**src/rtl/usbpc_pkg.sv**
```systemverilog
// package: register map, field positions and reset values of the usb phy control block
package usbpc_pkg;
  // ----------------------------------------------------------------------
  // register offsets (byte addresses)
  // ----------------------------------------------------------------------
  localparam logic [7:0] POWER_SIG_OFF = 8'h3c;
  localparam logic [7:0] PHY_CTRL_OFF  = 8'h40;
  localparam int         ADDR_W        = 8;

  // ----------------------------------------------------------------------
  // power signalling fields
  // ----------------------------------------------------------------------
  localparam int         PWR_VALID_BIT = 8;
  localparam int         PWR_DATA_LSB  = 0;
  localparam int         PWR_DATA_W    = 8;
  localparam logic [8:0] PWR_RESET     = 9'h000;

  // ----------------------------------------------------------------------
  // phy control fields
  // ----------------------------------------------------------------------
  localparam int         PD_DIS_BIT    = 18;
  localparam int         SE0_SEEN_BIT  = 13;
  localparam int         K_SEEN_BIT    = 12;
  localparam int         FILT_LSB      = 8;
  localparam int         FILT_W        = 4;
  localparam int         AUTO_RES_BIT  = 7;
  localparam int         CONF_LSB      = 4;
  localparam int         CONF_W        = 3;
  localparam logic [3:0] FILT_RESET    = 4'h0;
  localparam logic [2:0] CONF_RESET    = 3'h0;

  // ----------------------------------------------------------------------
  // line state encodings and timing
  // ----------------------------------------------------------------------
  localparam logic [1:0] LS_SE0        = 2'h0;
  localparam logic [1:0] LS_J          = 2'h1;
  localparam logic [1:0] LS_K          = 2'h2;
  localparam int         CNT_W         = 16;
  localparam logic [15:0] CNT_ONE      = 16'h0001;
endpackage

```
**src/rtl/usbpc_line_filter.sv**
```systemverilog
// line state change filter with a programmable log-2 delay
`timescale 1ns/100ps
module usbpc_line_filter (
  input  wire logic       core_clk,   // module clock
  input  wire logic       rst_b,      // async reset, active low
  input  wire logic       clkEn,      // freezes state while low
  input  wire logic [3:0] log2Delay,  // log-2 of delay in clocks
  input  wire logic [1:0] lineRaw,    // raw line state
  output logic      [1:0] lineFilt    // filtered line state
);
  // ----------------------------------------------------------------------
  // delay counter
  // ----------------------------------------------------------------------
  logic [1:0]  cand_r;
  logic [15:0] cnt_r;
  logic [15:0] target;
  logic        changed;

  // count of stable cycles needed: two to the programmed power
  assign target  = usbpc_pkg::CNT_ONE << log2Delay;
  assign changed = (lineRaw != cand_r);

  // a change must persist target cycles before it propagates
  always_ff @(posedge core_clk or negedge rst_b) begin
    if (!rst_b) begin
      cand_r   <= usbpc_pkg::LS_J;
      cnt_r    <= '0;
      lineFilt <= usbpc_pkg::LS_J;
    end else if (clkEn) begin
      if (changed) begin
        cand_r <= lineRaw;
        cnt_r  <= usbpc_pkg::CNT_ONE;
        if (target == usbpc_pkg::CNT_ONE) begin
          lineFilt <= lineRaw;
        end
      end else if (cnt_r < target) begin
        cnt_r <= cnt_r + usbpc_pkg::CNT_ONE;
        if (cnt_r + usbpc_pkg::CNT_ONE == target) begin
          lineFilt <= cand_r;
        end
      end
    end
  end

  // ----------------------------------------------------------------------
  // assertions
  // ----------------------------------------------------------------------
  one_cycle_a: assert property (@(posedge core_clk) disable iff (!rst_b)
    (clkEn && log2Delay == 4'h0 && lineRaw != cand_r) |=> lineFilt == $past(lineRaw))
    else $error("zero setting must pass a change after one cycle");
  short_glitch_a: assert property (@(posedge core_clk) disable iff (!rst_b)
    (clkEn && log2Delay != 4'h0 && changed && lineRaw != lineFilt) ##1
    (clkEn && lineRaw != cand_r) |=> $stable(lineFilt))
    else $error("a one-cycle glitch leaked through the filter");
endmodule

```
**src/rtl/usbpc_regs.sv**
```systemverilog
// usb phy control and power signalling registers with avalon-mm slave
//
// Local design decision: the Avalon-MM slave port.
`timescale 1ns/100ps
module usbpc_regs (
  input  wire logic        core_clk,        // module clock, 250 MHz
  input  wire logic        rst_b,           // async reset, active low
  input  wire logic        clkEn,           // freezes all state while low
  input  wire logic [7:0]  avsAddress,      // avalon byte address
  input  wire logic        avsRead,         // avalon read
  input  wire logic        avsWrite,        // avalon write
  input  wire logic [31:0] avsWritedata,    // avalon write data
  input  wire logic [3:0]  avsByteenable,   // avalon byte enables
  output logic      [31:0] avsReaddata,     // avalon read data
  output logic             avsWaitrequest,  // avalon wait request
  output logic      [1:0]  avsResponse,     // 00 okay, 10 slave error
  input  wire logic        suspended,       // suspend controller in suspend
  input  wire logic [1:0]  lineState,       // raw phy line state
  output logic      [1:0]  lineStateFilt,   // filtered line state
  output logic             autoResume,      // pulse: hardware resume taken
  output logic      [2:0]  phyConfigPins,   // phy configuration pins
  output logic             pullDownDis,     // disable pull-downs on 8A/8B
  output logic      [7:0]  pwrData,         // power signalling data
  output logic             pwrValid         // power signalling valid
);
  // ----------------------------------------------------------------------
  // state
  // ----------------------------------------------------------------------
  typedef enum logic [0:0] {IDLE, ANSWER} usbpc_bus_type;
  usbpc_bus_type busState_r;
  logic [3:0]  filtLog2_r;
  logic        autoResEn_r;
  logic        se0Seen_r;
  logic        kSeen_r;
  logic [1:0]  lineFilt;
  logic [1:0]  lineFiltPrev_r;

  // ----------------------------------------------------------------------
  // bus decode
  // ----------------------------------------------------------------------
  logic        access;
  logic        hitPwr;
  logic        hitCtrl;
  logic        wrPwr;
  logic        wrCtrl;
  logic [31:0] pwrWord;
  logic [31:0] ctrlWord;
  logic [31:0] readMux;
  logic        resumeEvt;
  logic        resumeSe0;
  logic        resumeK;
  logic        clrSe0;
  logic        clrK;

  assign access  = (avsRead || avsWrite) && (busState_r == IDLE);
  assign hitPwr  = (avsAddress == usbpc_pkg::POWER_SIG_OFF);
  assign hitCtrl = (avsAddress == usbpc_pkg::PHY_CTRL_OFF);
  assign wrPwr   = access && avsWrite && hitPwr;
  assign wrCtrl  = access && avsWrite && hitCtrl;

  // reserved bits stay zero in the read words
  assign pwrWord  = {23'h000000, pwrValid, pwrData};
  assign ctrlWord = {13'h0000, pullDownDis, 4'h0, se0Seen_r, kSeen_r, filtLog2_r,
                     autoResEn_r, phyConfigPins, 4'h0};
  assign readMux  = hitPwr ? pwrWord : (hitCtrl ? ctrlWord : 32'h00000000);

  // ----------------------------------------------------------------------
  // resume detection
  // ----------------------------------------------------------------------
  // hardware resume only when enabled, on the filtered line leaving idle
  assign resumeEvt = autoResEn_r && suspended && (lineFilt != lineFiltPrev_r)
                     && (lineFilt != usbpc_pkg::LS_J);
  assign resumeSe0 = resumeEvt && (lineFilt == usbpc_pkg::LS_SE0);
  assign resumeK   = resumeEvt && (lineFilt == usbpc_pkg::LS_K);
  // a written zero clears the flag, only with its byte enabled
  assign clrSe0 = wrCtrl && avsByteenable[1] && !avsWritedata[usbpc_pkg::SE0_SEEN_BIT];
  assign clrK   = wrCtrl && avsByteenable[1] && !avsWritedata[usbpc_pkg::K_SEEN_BIT];

  // ----------------------------------------------------------------------
  // line filter
  // ----------------------------------------------------------------------
  usbpc_line_filter u_filter (
    .core_clk  (core_clk),
    .rst_b     (rst_b),
    .clkEn     (clkEn),
    .log2Delay (filtLog2_r),
    .lineRaw   (lineState),
    .lineFilt  (lineFilt)
  );

  // ----------------------------------------------------------------------
  // bus handshake: one wait cycle, answer in the next
  // ----------------------------------------------------------------------
  always_ff @(posedge core_clk or negedge rst_b) begin
    if (!rst_b) begin
      busState_r     <= IDLE;
      avsWaitrequest <= 1'b1;
      avsReaddata    <= 32'h00000000;
      avsResponse    <= 2'h0;
    end else if (clkEn) begin
      unique case (busState_r)
        IDLE: begin
          if (access) begin
            busState_r     <= ANSWER;
            avsWaitrequest <= 1'b0;
            avsReaddata    <= avsRead ? readMux : 32'h00000000;
            avsResponse    <= (hitPwr || hitCtrl) ? 2'h0 : 2'h2;
          end
        end
        ANSWER: begin
          busState_r     <= IDLE;
          avsWaitrequest <= 1'b1;
        end
      endcase
    end
  end

  // ----------------------------------------------------------------------
  // power signalling register
  // ----------------------------------------------------------------------
  // data and valid stored as written, byte lanes honoured
  always_ff @(posedge core_clk or negedge rst_b) begin
    if (!rst_b) begin
      pwrData  <= usbpc_pkg::PWR_RESET[7:0];
      pwrValid <= usbpc_pkg::PWR_RESET[8];
    end else if (clkEn && wrPwr) begin
      if (avsByteenable[0]) pwrData <= avsWritedata[7:0];
      if (avsByteenable[1]) pwrValid <= avsWritedata[usbpc_pkg::PWR_VALID_BIT];
    end
  end

  // ----------------------------------------------------------------------
  // phy control: software fields
  // ----------------------------------------------------------------------
  always_ff @(posedge core_clk or negedge rst_b) begin
    if (!rst_b) begin
      pullDownDis   <= 1'b0;
      filtLog2_r    <= usbpc_pkg::FILT_RESET;
      autoResEn_r   <= 1'b0;
      phyConfigPins <= usbpc_pkg::CONF_RESET;
    end else if (clkEn && wrCtrl) begin
      if (avsByteenable[2]) pullDownDis <= avsWritedata[usbpc_pkg::PD_DIS_BIT];
      if (avsByteenable[1]) filtLog2_r <= avsWritedata[11:8];
      if (avsByteenable[0]) begin
        autoResEn_r   <= avsWritedata[usbpc_pkg::AUTO_RES_BIT];
        phyConfigPins <= avsWritedata[6:4];
      end
    end
  end

  // ----------------------------------------------------------------------
  // phy control: resume cause flags, set wins over clear
  // ----------------------------------------------------------------------
  always_ff @(posedge core_clk or negedge rst_b) begin
    if (!rst_b) begin
      se0Seen_r      <= 1'b0;
      kSeen_r        <= 1'b0;
      lineFiltPrev_r <= usbpc_pkg::LS_J;
      autoResume     <= 1'b0;
      lineStateFilt  <= usbpc_pkg::LS_J;
    end else if (clkEn) begin
      lineFiltPrev_r <= lineFilt;
      lineStateFilt  <= lineFilt;
      autoResume     <= resumeEvt;
      if (resumeSe0) se0Seen_r <= 1'b1;
      else if (clrSe0) se0Seen_r <= 1'b0;
      if (resumeK) kSeen_r <= 1'b1;
      else if (clrK) kSeen_r <= 1'b0;
    end
  end

  // ----------------------------------------------------------------------
  // assertions
  // ----------------------------------------------------------------------
  pulldown_follows_a: assert property (@(posedge core_clk) disable iff (!rst_b)
    (clkEn && wrCtrl && avsByteenable[2]) |=> pullDownDis == $past(avsWritedata[18]))
    else $error("pull-down disable did not follow the write");
  se0_flag_set_a: assert property (@(posedge core_clk) disable iff (!rst_b)
    (clkEn && resumeSe0) |=> se0Seen_r)
    else $error("se0 resume did not set its flag");
  se0_flag_hold_a: assert property (@(posedge core_clk) disable iff (!rst_b)
    (se0Seen_r && !(clkEn && clrSe0)) |=> se0Seen_r)
    else $error("se0 flag dropped without a clear");
  k_flag_set_a: assert property (@(posedge core_clk) disable iff (!rst_b)
    (clkEn && resumeK) |=> kSeen_r)
    else $error("k resume did not set its flag");
  k_flag_hold_a: assert property (@(posedge core_clk) disable iff (!rst_b)
    (kSeen_r && !(clkEn && clrK)) |=> kSeen_r)
    else $error("k flag dropped without a clear");
  no_auto_resume_a: assert property (@(posedge core_clk) disable iff (!rst_b)
    (!autoResEn_r || !suspended) |=> !autoResume)
    else $error("auto resume fired while disabled");
  conf_pins_a: assert property (@(posedge core_clk) disable iff (!rst_b)
    (clkEn && wrCtrl && avsByteenable[0]) |=> phyConfigPins == $past(avsWritedata[6:4]))
    else $error("configuration pins did not follow the write");
  reserved_zero_a: assert property (@(posedge core_clk) disable iff (!rst_b)
    (!avsWaitrequest && hitCtrl && avsRead) |-> (avsReaddata & 32'hfffbc00f) == 32'h0)
    else $error("reserved control bits read nonzero");
  pwr_store_a: assert property (@(posedge core_clk) disable iff (!rst_b)
    (clkEn && wrPwr && avsByteenable[0]) |=> pwrData == $past(avsWritedata[7:0]))
    else $error("power data not stored as written");
  bus_answer_a: assert property (@(posedge core_clk) disable iff (!rst_b)
    (clkEn && access) |=> !avsWaitrequest ##1 avsWaitrequest)
    else $error("bus answer not exactly one cycle");

  // filtered line and resume pulse are registered copies
  lsfilt_follows_a: assert property (@(posedge core_clk) disable iff (!rst_b)
    clkEn
    |=> lineStateFilt == $past(lineFilt))
    else $error("filtered line output lost its source");
  auto_pulse_a: assert property (@(posedge core_clk) disable iff (!rst_b)
    clkEn
    |=> autoResume == $past(resumeEvt))
    else $error("resume pulse does not match its event");

  // flags clear on a written zero and rise only on their own cause
  se0_flag_clear_a: assert property (@(posedge core_clk) disable iff (!rst_b)
    (clkEn && clrSe0 && !resumeSe0)
    |=> !se0Seen_r)
    else $error("se0 flag survived a written zero");
  k_flag_clear_a: assert property (@(posedge core_clk) disable iff (!rst_b)
    (clkEn && clrK && !resumeK)
    |=> !kSeen_r)
    else $error("k flag survived a written zero");
  se0_flag_rise_a: assert property (@(posedge core_clk) disable iff (!rst_b)
    (!se0Seen_r && !(clkEn && resumeSe0))
    |=> !se0Seen_r)
    else $error("se0 flag rose without an se0 resume");
  k_flag_rise_a: assert property (@(posedge core_clk) disable iff (!rst_b)
    (!kSeen_r && !(clkEn && resumeK))
    |=> !kSeen_r)
    else $error("k flag rose without a k resume");

  // software fields take the written value on their lanes
  filt_follows_a: assert property (@(posedge core_clk) disable iff (!rst_b)
    (clkEn && wrCtrl && avsByteenable[1])
    |=> filtLog2_r == $past(avsWritedata[11:8]))
    else $error("filter setting did not follow the write");
  auto_en_follows_a: assert property (@(posedge core_clk) disable iff (!rst_b)
    (clkEn && wrCtrl && avsByteenable[0])
    |=> autoResEn_r == $past(avsWritedata[7]))
    else $error("resume enable did not follow the write");
  pwr_valid_a: assert property (@(posedge core_clk) disable iff (!rst_b)
    (clkEn && wrPwr && avsByteenable[1])
    |=> pwrValid == $past(avsWritedata[8]))
    else $error("power valid not stored as written");

  // read words mirror the stored fields, reserved bits zero
  ctrl_read_a: assert property (@(posedge core_clk) disable iff (!rst_b)
    (!avsWaitrequest && hitCtrl && avsRead)
    |-> avsReaddata[6:4] == phyConfigPins && avsReaddata[18] == pullDownDis)
    else $error("control read does not show the pin fields");
  pwr_read_a: assert property (@(posedge core_clk) disable iff (!rst_b)
    (!avsWaitrequest && hitPwr && avsRead)
    |-> avsReaddata[8:0] == {pwrValid, pwrData})
    else $error("power read does not show the stored word");
  pwr_reserved_a: assert property (@(posedge core_clk) disable iff (!rst_b)
    (!avsWaitrequest && hitPwr && avsRead)
    |-> avsReaddata[31:9] == 23'h000000)
    else $error("reserved power bits read nonzero");

  // a low clock enable freezes state
  freeze_pins_a: assert property (@(posedge core_clk) disable iff (!rst_b)
    !clkEn
    |=> $stable(phyConfigPins) && $stable(pullDownDis) && $stable(avsWaitrequest))
    else $error("pins moved while the clock enable was low");
  freeze_flags_a: assert property (@(posedge core_clk) disable iff (!rst_b)
    !clkEn
    |=> $stable(se0Seen_r) && $stable(kSeen_r) && $stable(lineStateFilt))
    else $error("flags moved while the clock enable was low");

  // unmapped addresses answer with an error and change nothing
  unmapped_resp_a: assert property (@(posedge core_clk) disable iff (!rst_b)
    (clkEn && access && !hitPwr && !hitCtrl)
    |=> avsResponse == 2'h2)
    else $error("unmapped access not answered with an error");
  unmapped_keep_a: assert property (@(posedge core_clk) disable iff (!rst_b)
    (clkEn && access && avsWrite && !hitPwr && !hitCtrl)
    |=> $stable(pwrData) && $stable(pwrValid) && $stable(pullDownDis) && $stable(phyConfigPins))
    else $error("unmapped write changed a register");

  // writes answer with zero data; an idle bus holds wait
  write_data_zero_a: assert property (@(posedge core_clk) disable iff (!rst_b)
    (clkEn && access && avsWrite)
    |=> avsReaddata == 32'h00000000)
    else $error("write answered with nonzero read data");
  idle_wait_a: assert property (@(posedge core_clk) disable iff (!rst_b)
    (busState_r == IDLE)
    |-> avsWaitrequest)
    else $error("wait request low while the bus is idle");

  se0_resume_c: cover property (@(posedge core_clk) disable iff (!rst_b) resumeSe0);
  k_resume_c:   cover property (@(posedge core_clk) disable iff (!rst_b) resumeK);
  set_clear_c:  cover property (@(posedge core_clk) disable iff (!rst_b) resumeK && clrK);
  bad_addr_c:   cover property (@(posedge core_clk) disable iff (!rst_b) avsResponse == 2'h2);
  se0_clear_c:  cover property (@(posedge core_clk) disable iff (!rst_b) se0Seen_r && clrSe0);
endmodule

```
**config.mk**
```make
export PLATFORM = sky130hd
export DESIGN_NAME = usbpc_regs
export DESIGN_NICKNAME = d
export VERILOG_FILES = /design/src/rtl/usbpc_pkg.sv /design/src/rtl/usbpc_line_filter.sv /design/src/rtl/usbpc_regs.sv
export SDC_FILE = /design/constraint.sdc
export NUM_CORES = 1
export LEC_CHECK = 0
export BUFFER_PORTS_ARGS = -buffer_cell sky130_fd_sc_hd__buf_2
export CAP_MARGIN = 20
export CORE_AREA = 4 4 94 96
export DETAILED_ROUTE_END_ITERATION = 12
export DIE_AREA = 0 0 98 100
export GPL_TIMING_DRIVEN = 0
export PLACE_DENSITY = 0.75
export SYNTH_ARGS = -nofsm -noshare
export SYNTH_HDL_FRONTEND = slang
export SYNTH_SLANG_ARGS = --single-unit
```
**constraint.sdc**
```tcl
create_clock -name core_clk -period 3.1 [get_ports core_clk]
set_input_delay 0 -clock core_clk [delete_from_list [all_inputs] [get_ports core_clk]]
set_output_delay 0 -clock core_clk [all_outputs]
set_load 0.005 [all_outputs]
```
==> qor.yml <==
ys_ff_latch: 61
rows: 33
fillers: 683
hold_viol_final: 0
dr.first_iter.drc_count: 185
hp-class: "in -> reg"
clock_skew_ps: 6.20
multi_input_comb_area_um2: 2130
maxCapViolCount: 0
arrival_ps: 3300
grt_pass1_vias: 3369
synth_edf_count: 0
holdWs_ps: 29.8
syn_area_um2: 3740
synth_cells: 378
wl_um: 9640
cts_sinks: 61
yosysTopAreaCell: "dfrtp_1"
setup_violations: 0
cp-startpoint: "filtLog2_r[2]$_DFFE_PN0P_"
chipWidth_um: 98
nets: 575
crit_slowest_cell: "a2111o_1"
postSynthAreaPerCell_um2: 9.89
crit_type: "reg -> reg"
slowest_delay_ps: 490
slew_headroom_pct: 46.6
cts_buffers: 9
cts.path.max_buffers: 2
core_um2: 8050
tightest_slew_ps: 795
critPathMaxFanout: 6
dr.pass1.iters: 4
cp-end-kind: "flip-flop"
min_period_ps: 3070
min_from: "clkEn"
htree_levels: 3
worst-endpoint-required_ps: 3330
drive_above_1_share_pct: 34.8
outcome: "complete, no violations"
max_freq_mhz: 325
clkTransAtPathRegs_ps: 70
final_common_cell: "buf_2"
die_area_um2: 9800
avgViaCountPerCell: 5.46
grt_pass1_wl_um: 16100
synth_top_flop_cell: "dfrtp_1"
cts_root_buf: "clkbuf_8"
synth_top_area_share_pct: 38.2
die_h_um: 100
cts_tree: "done"
r2r_start: "filtLog2_r[2]$_DFFE_PN0P_"
grt_usage_pct: 20.2
synth_area_leaders: "dfrtp_1 (38%), mux2_2 (6.6%), ha_1 (5.7%), buf_4 (4.2%), o21ai_0 (4.0%)"
insertion_delay_ps: 340
antennaDiodeCount: 0
io_buffers: 65
yosys.cell_types.count: 54
place.gp.congestion: 0.921
final_area_um2: 4930
layout_common_cells: "buf_2 (70), dfrtp_1 (55), nand2_1 (38), buf_4 (33), o21ai_0 (28)"
yosysWarnings: 0
synthArstFlopShare_pct: 100
ys_seq_area_share_pct: 41.0
syn2layout_area_growth_pct: 32.0
post-route-period-util_pct: 99.1
powerDensity_nw_per_um2: 383
pin_count: 103
gr-total-overflow: 0
p_leak_nw: 2.47
rsz0062_at_grt: "true"
power.total_w: 0.00189
register_area_um2: 1530
startpoint_type: "flip-flop"
start_util_pct: 46.4
wl_per_cell_um: 15.7
final_max_slew_viol_count: 0
drtAntennaViolNets: 0
hpwl_um: 6790
path_cells: "buf_6 -> and4bb_4 -> inv_2 -> ha_4 -> a21oi_2 -> o21ai_2 -> a2111o_1 -> a2bb2oi_4 -> nand4b_1 -> o41ai_4 -> mux2_4"
placedInstanceArea_um2: 4280
vdd_ir_drop_max_uv: 360
num_vias: 3362
grt_max_degree: 35
antenna_found_initial: 0
drc_errors: 0
==> sequential cells by signal, indices dropped and copies added (netlist names), 2 cells and up <==
register           flops
u_filter.cnt_r        16
avsReaddata           15
pwrData                8
filtLog2_r             4
phyConfigPins          3
lineFiltPrev_r         2
u_filter.cand_r        2
u_filter.lineFilt      2
==> logic make-up after synthesis <==
logic type / share of synthesized area [%]
AOI/OAI and AO/OA: 15.3
xor gates and xnor gates: 5.99
adders and majority gates: 5.69
buffers and inverters: 7.03
DFF: 41.0
muxes: 7.77
other: 0.100
and+or+nand+nor: 17.1
==> path summary, 6_finish.rpt <==
| path | end | slack, ps | depth (start not counted) |
|---|---|---|---|
| min in group asynchronous | u_filter.cnt_r[8]$_DFFE_PN0P_ | 210 | 2 |
| worst min-delay path | avsWaitrequest$_DFFE_PN1P_ | 30 | 3 |
| worst min register to register | avsReaddata[4]$_DFFE_PN0P_ | 470 | 2 |
| worst max-delay path | u_filter.lineFilt[1]$_DFFE_PN0P_ | 30 | 11 |
| worst max register to register | u_filter.lineFilt[1]$_DFFE_PN0P_ | 30 | 11 |
| max in group asynchronous | avsWaitrequest$_DFFE_PN1P_ | 2200 | 3 |
==> stage by stage <==
| step | setup TNS (ps) | cells | util [%] | setup slack (ps) |
|---|---|---|---|---|
| global placement | -3820 | 565 | 52.9 | -383 |
| finish | 0 | 616 | 61.3 | 26.7 |
| global route | -134 | 616 | 61.3 | -77.1 |
| floorplan | 0 | 395 | - | 124 |
| detailed placement | -5130 | 566 | 53.1 | -459 |
| CTS | -29.6 | 607 | 59.8 | -26.3 |
==> cell type report <==
type	count	share of cell area, %
repair buffers	100	13.2
inverters	12	0.913
flip-flops and latches	61	31.1
clock buffers	9	2.51
well taps	105	2.66
clock inverters	7	1.50
multi-input cells	287	43.2
plain buffers	35	4.92
==> synthesized netlist by cell type, types with 7 or more instances <==
cell type and n:
nand2_1 38, nor2b_1 8, xnor2_1 15, and3_1 7
inv_1 12, o31ai_1 9, ha_1 17, a22o_1 12
dfrtp_1 57, a21oi_1 13, o21ai_0 30, buf_4 21
nand4_1 9, clkbuf_1 8, nand3_1 11, nor2_1 17
xor2_1 8, mux2_2 22
==> critical path: cells and delay by family (launching register included) <==
kind | cells | cell delay, ps
flip-flops | 1 | 400
multiplexers | 1 | 340
AO/OA/AOI/OAI | 5 | 1240
AND/OR/NAND/NOR | 2 | 560
buffers and inverters | 2 | 190
adder cells (fa/ha/maj) | 1 | 210
==> power breakdown <==
group          switching, W  leakage, nW  internal (W)
Sequential        0.0000405        0.818      0.000848
Clock              0.000352       0.0996      0.000374
Combinational      0.000134         1.55      0.000140
Total              0.000527         2.47       0.00136
==> what timing repair did <==
item | 4_1_cts | 5_1_grt
gates cloned | 0 | 1
endpoints found under the setup margin | 18 | 18
resized for setup | 23 | 18
hold buffers | 22 | 0
pin swaps | 5 | 6
setup buffers | 3 | 8
hold endpoints to repair | 49 | 0
==> layer usage <==
| metal | part of all wire [%] | GRT usage [%] |
|---|---|---|
| met1 | 42 | 24.7 |
| met2 | 50 | 34.6 |
| met3 | 6.4 | 5.42 |
| met4 | 1.6 | 6.92 |
| met5 | 0 | 0 |
No activity file was read; power rests on OpenSTA's default activity.
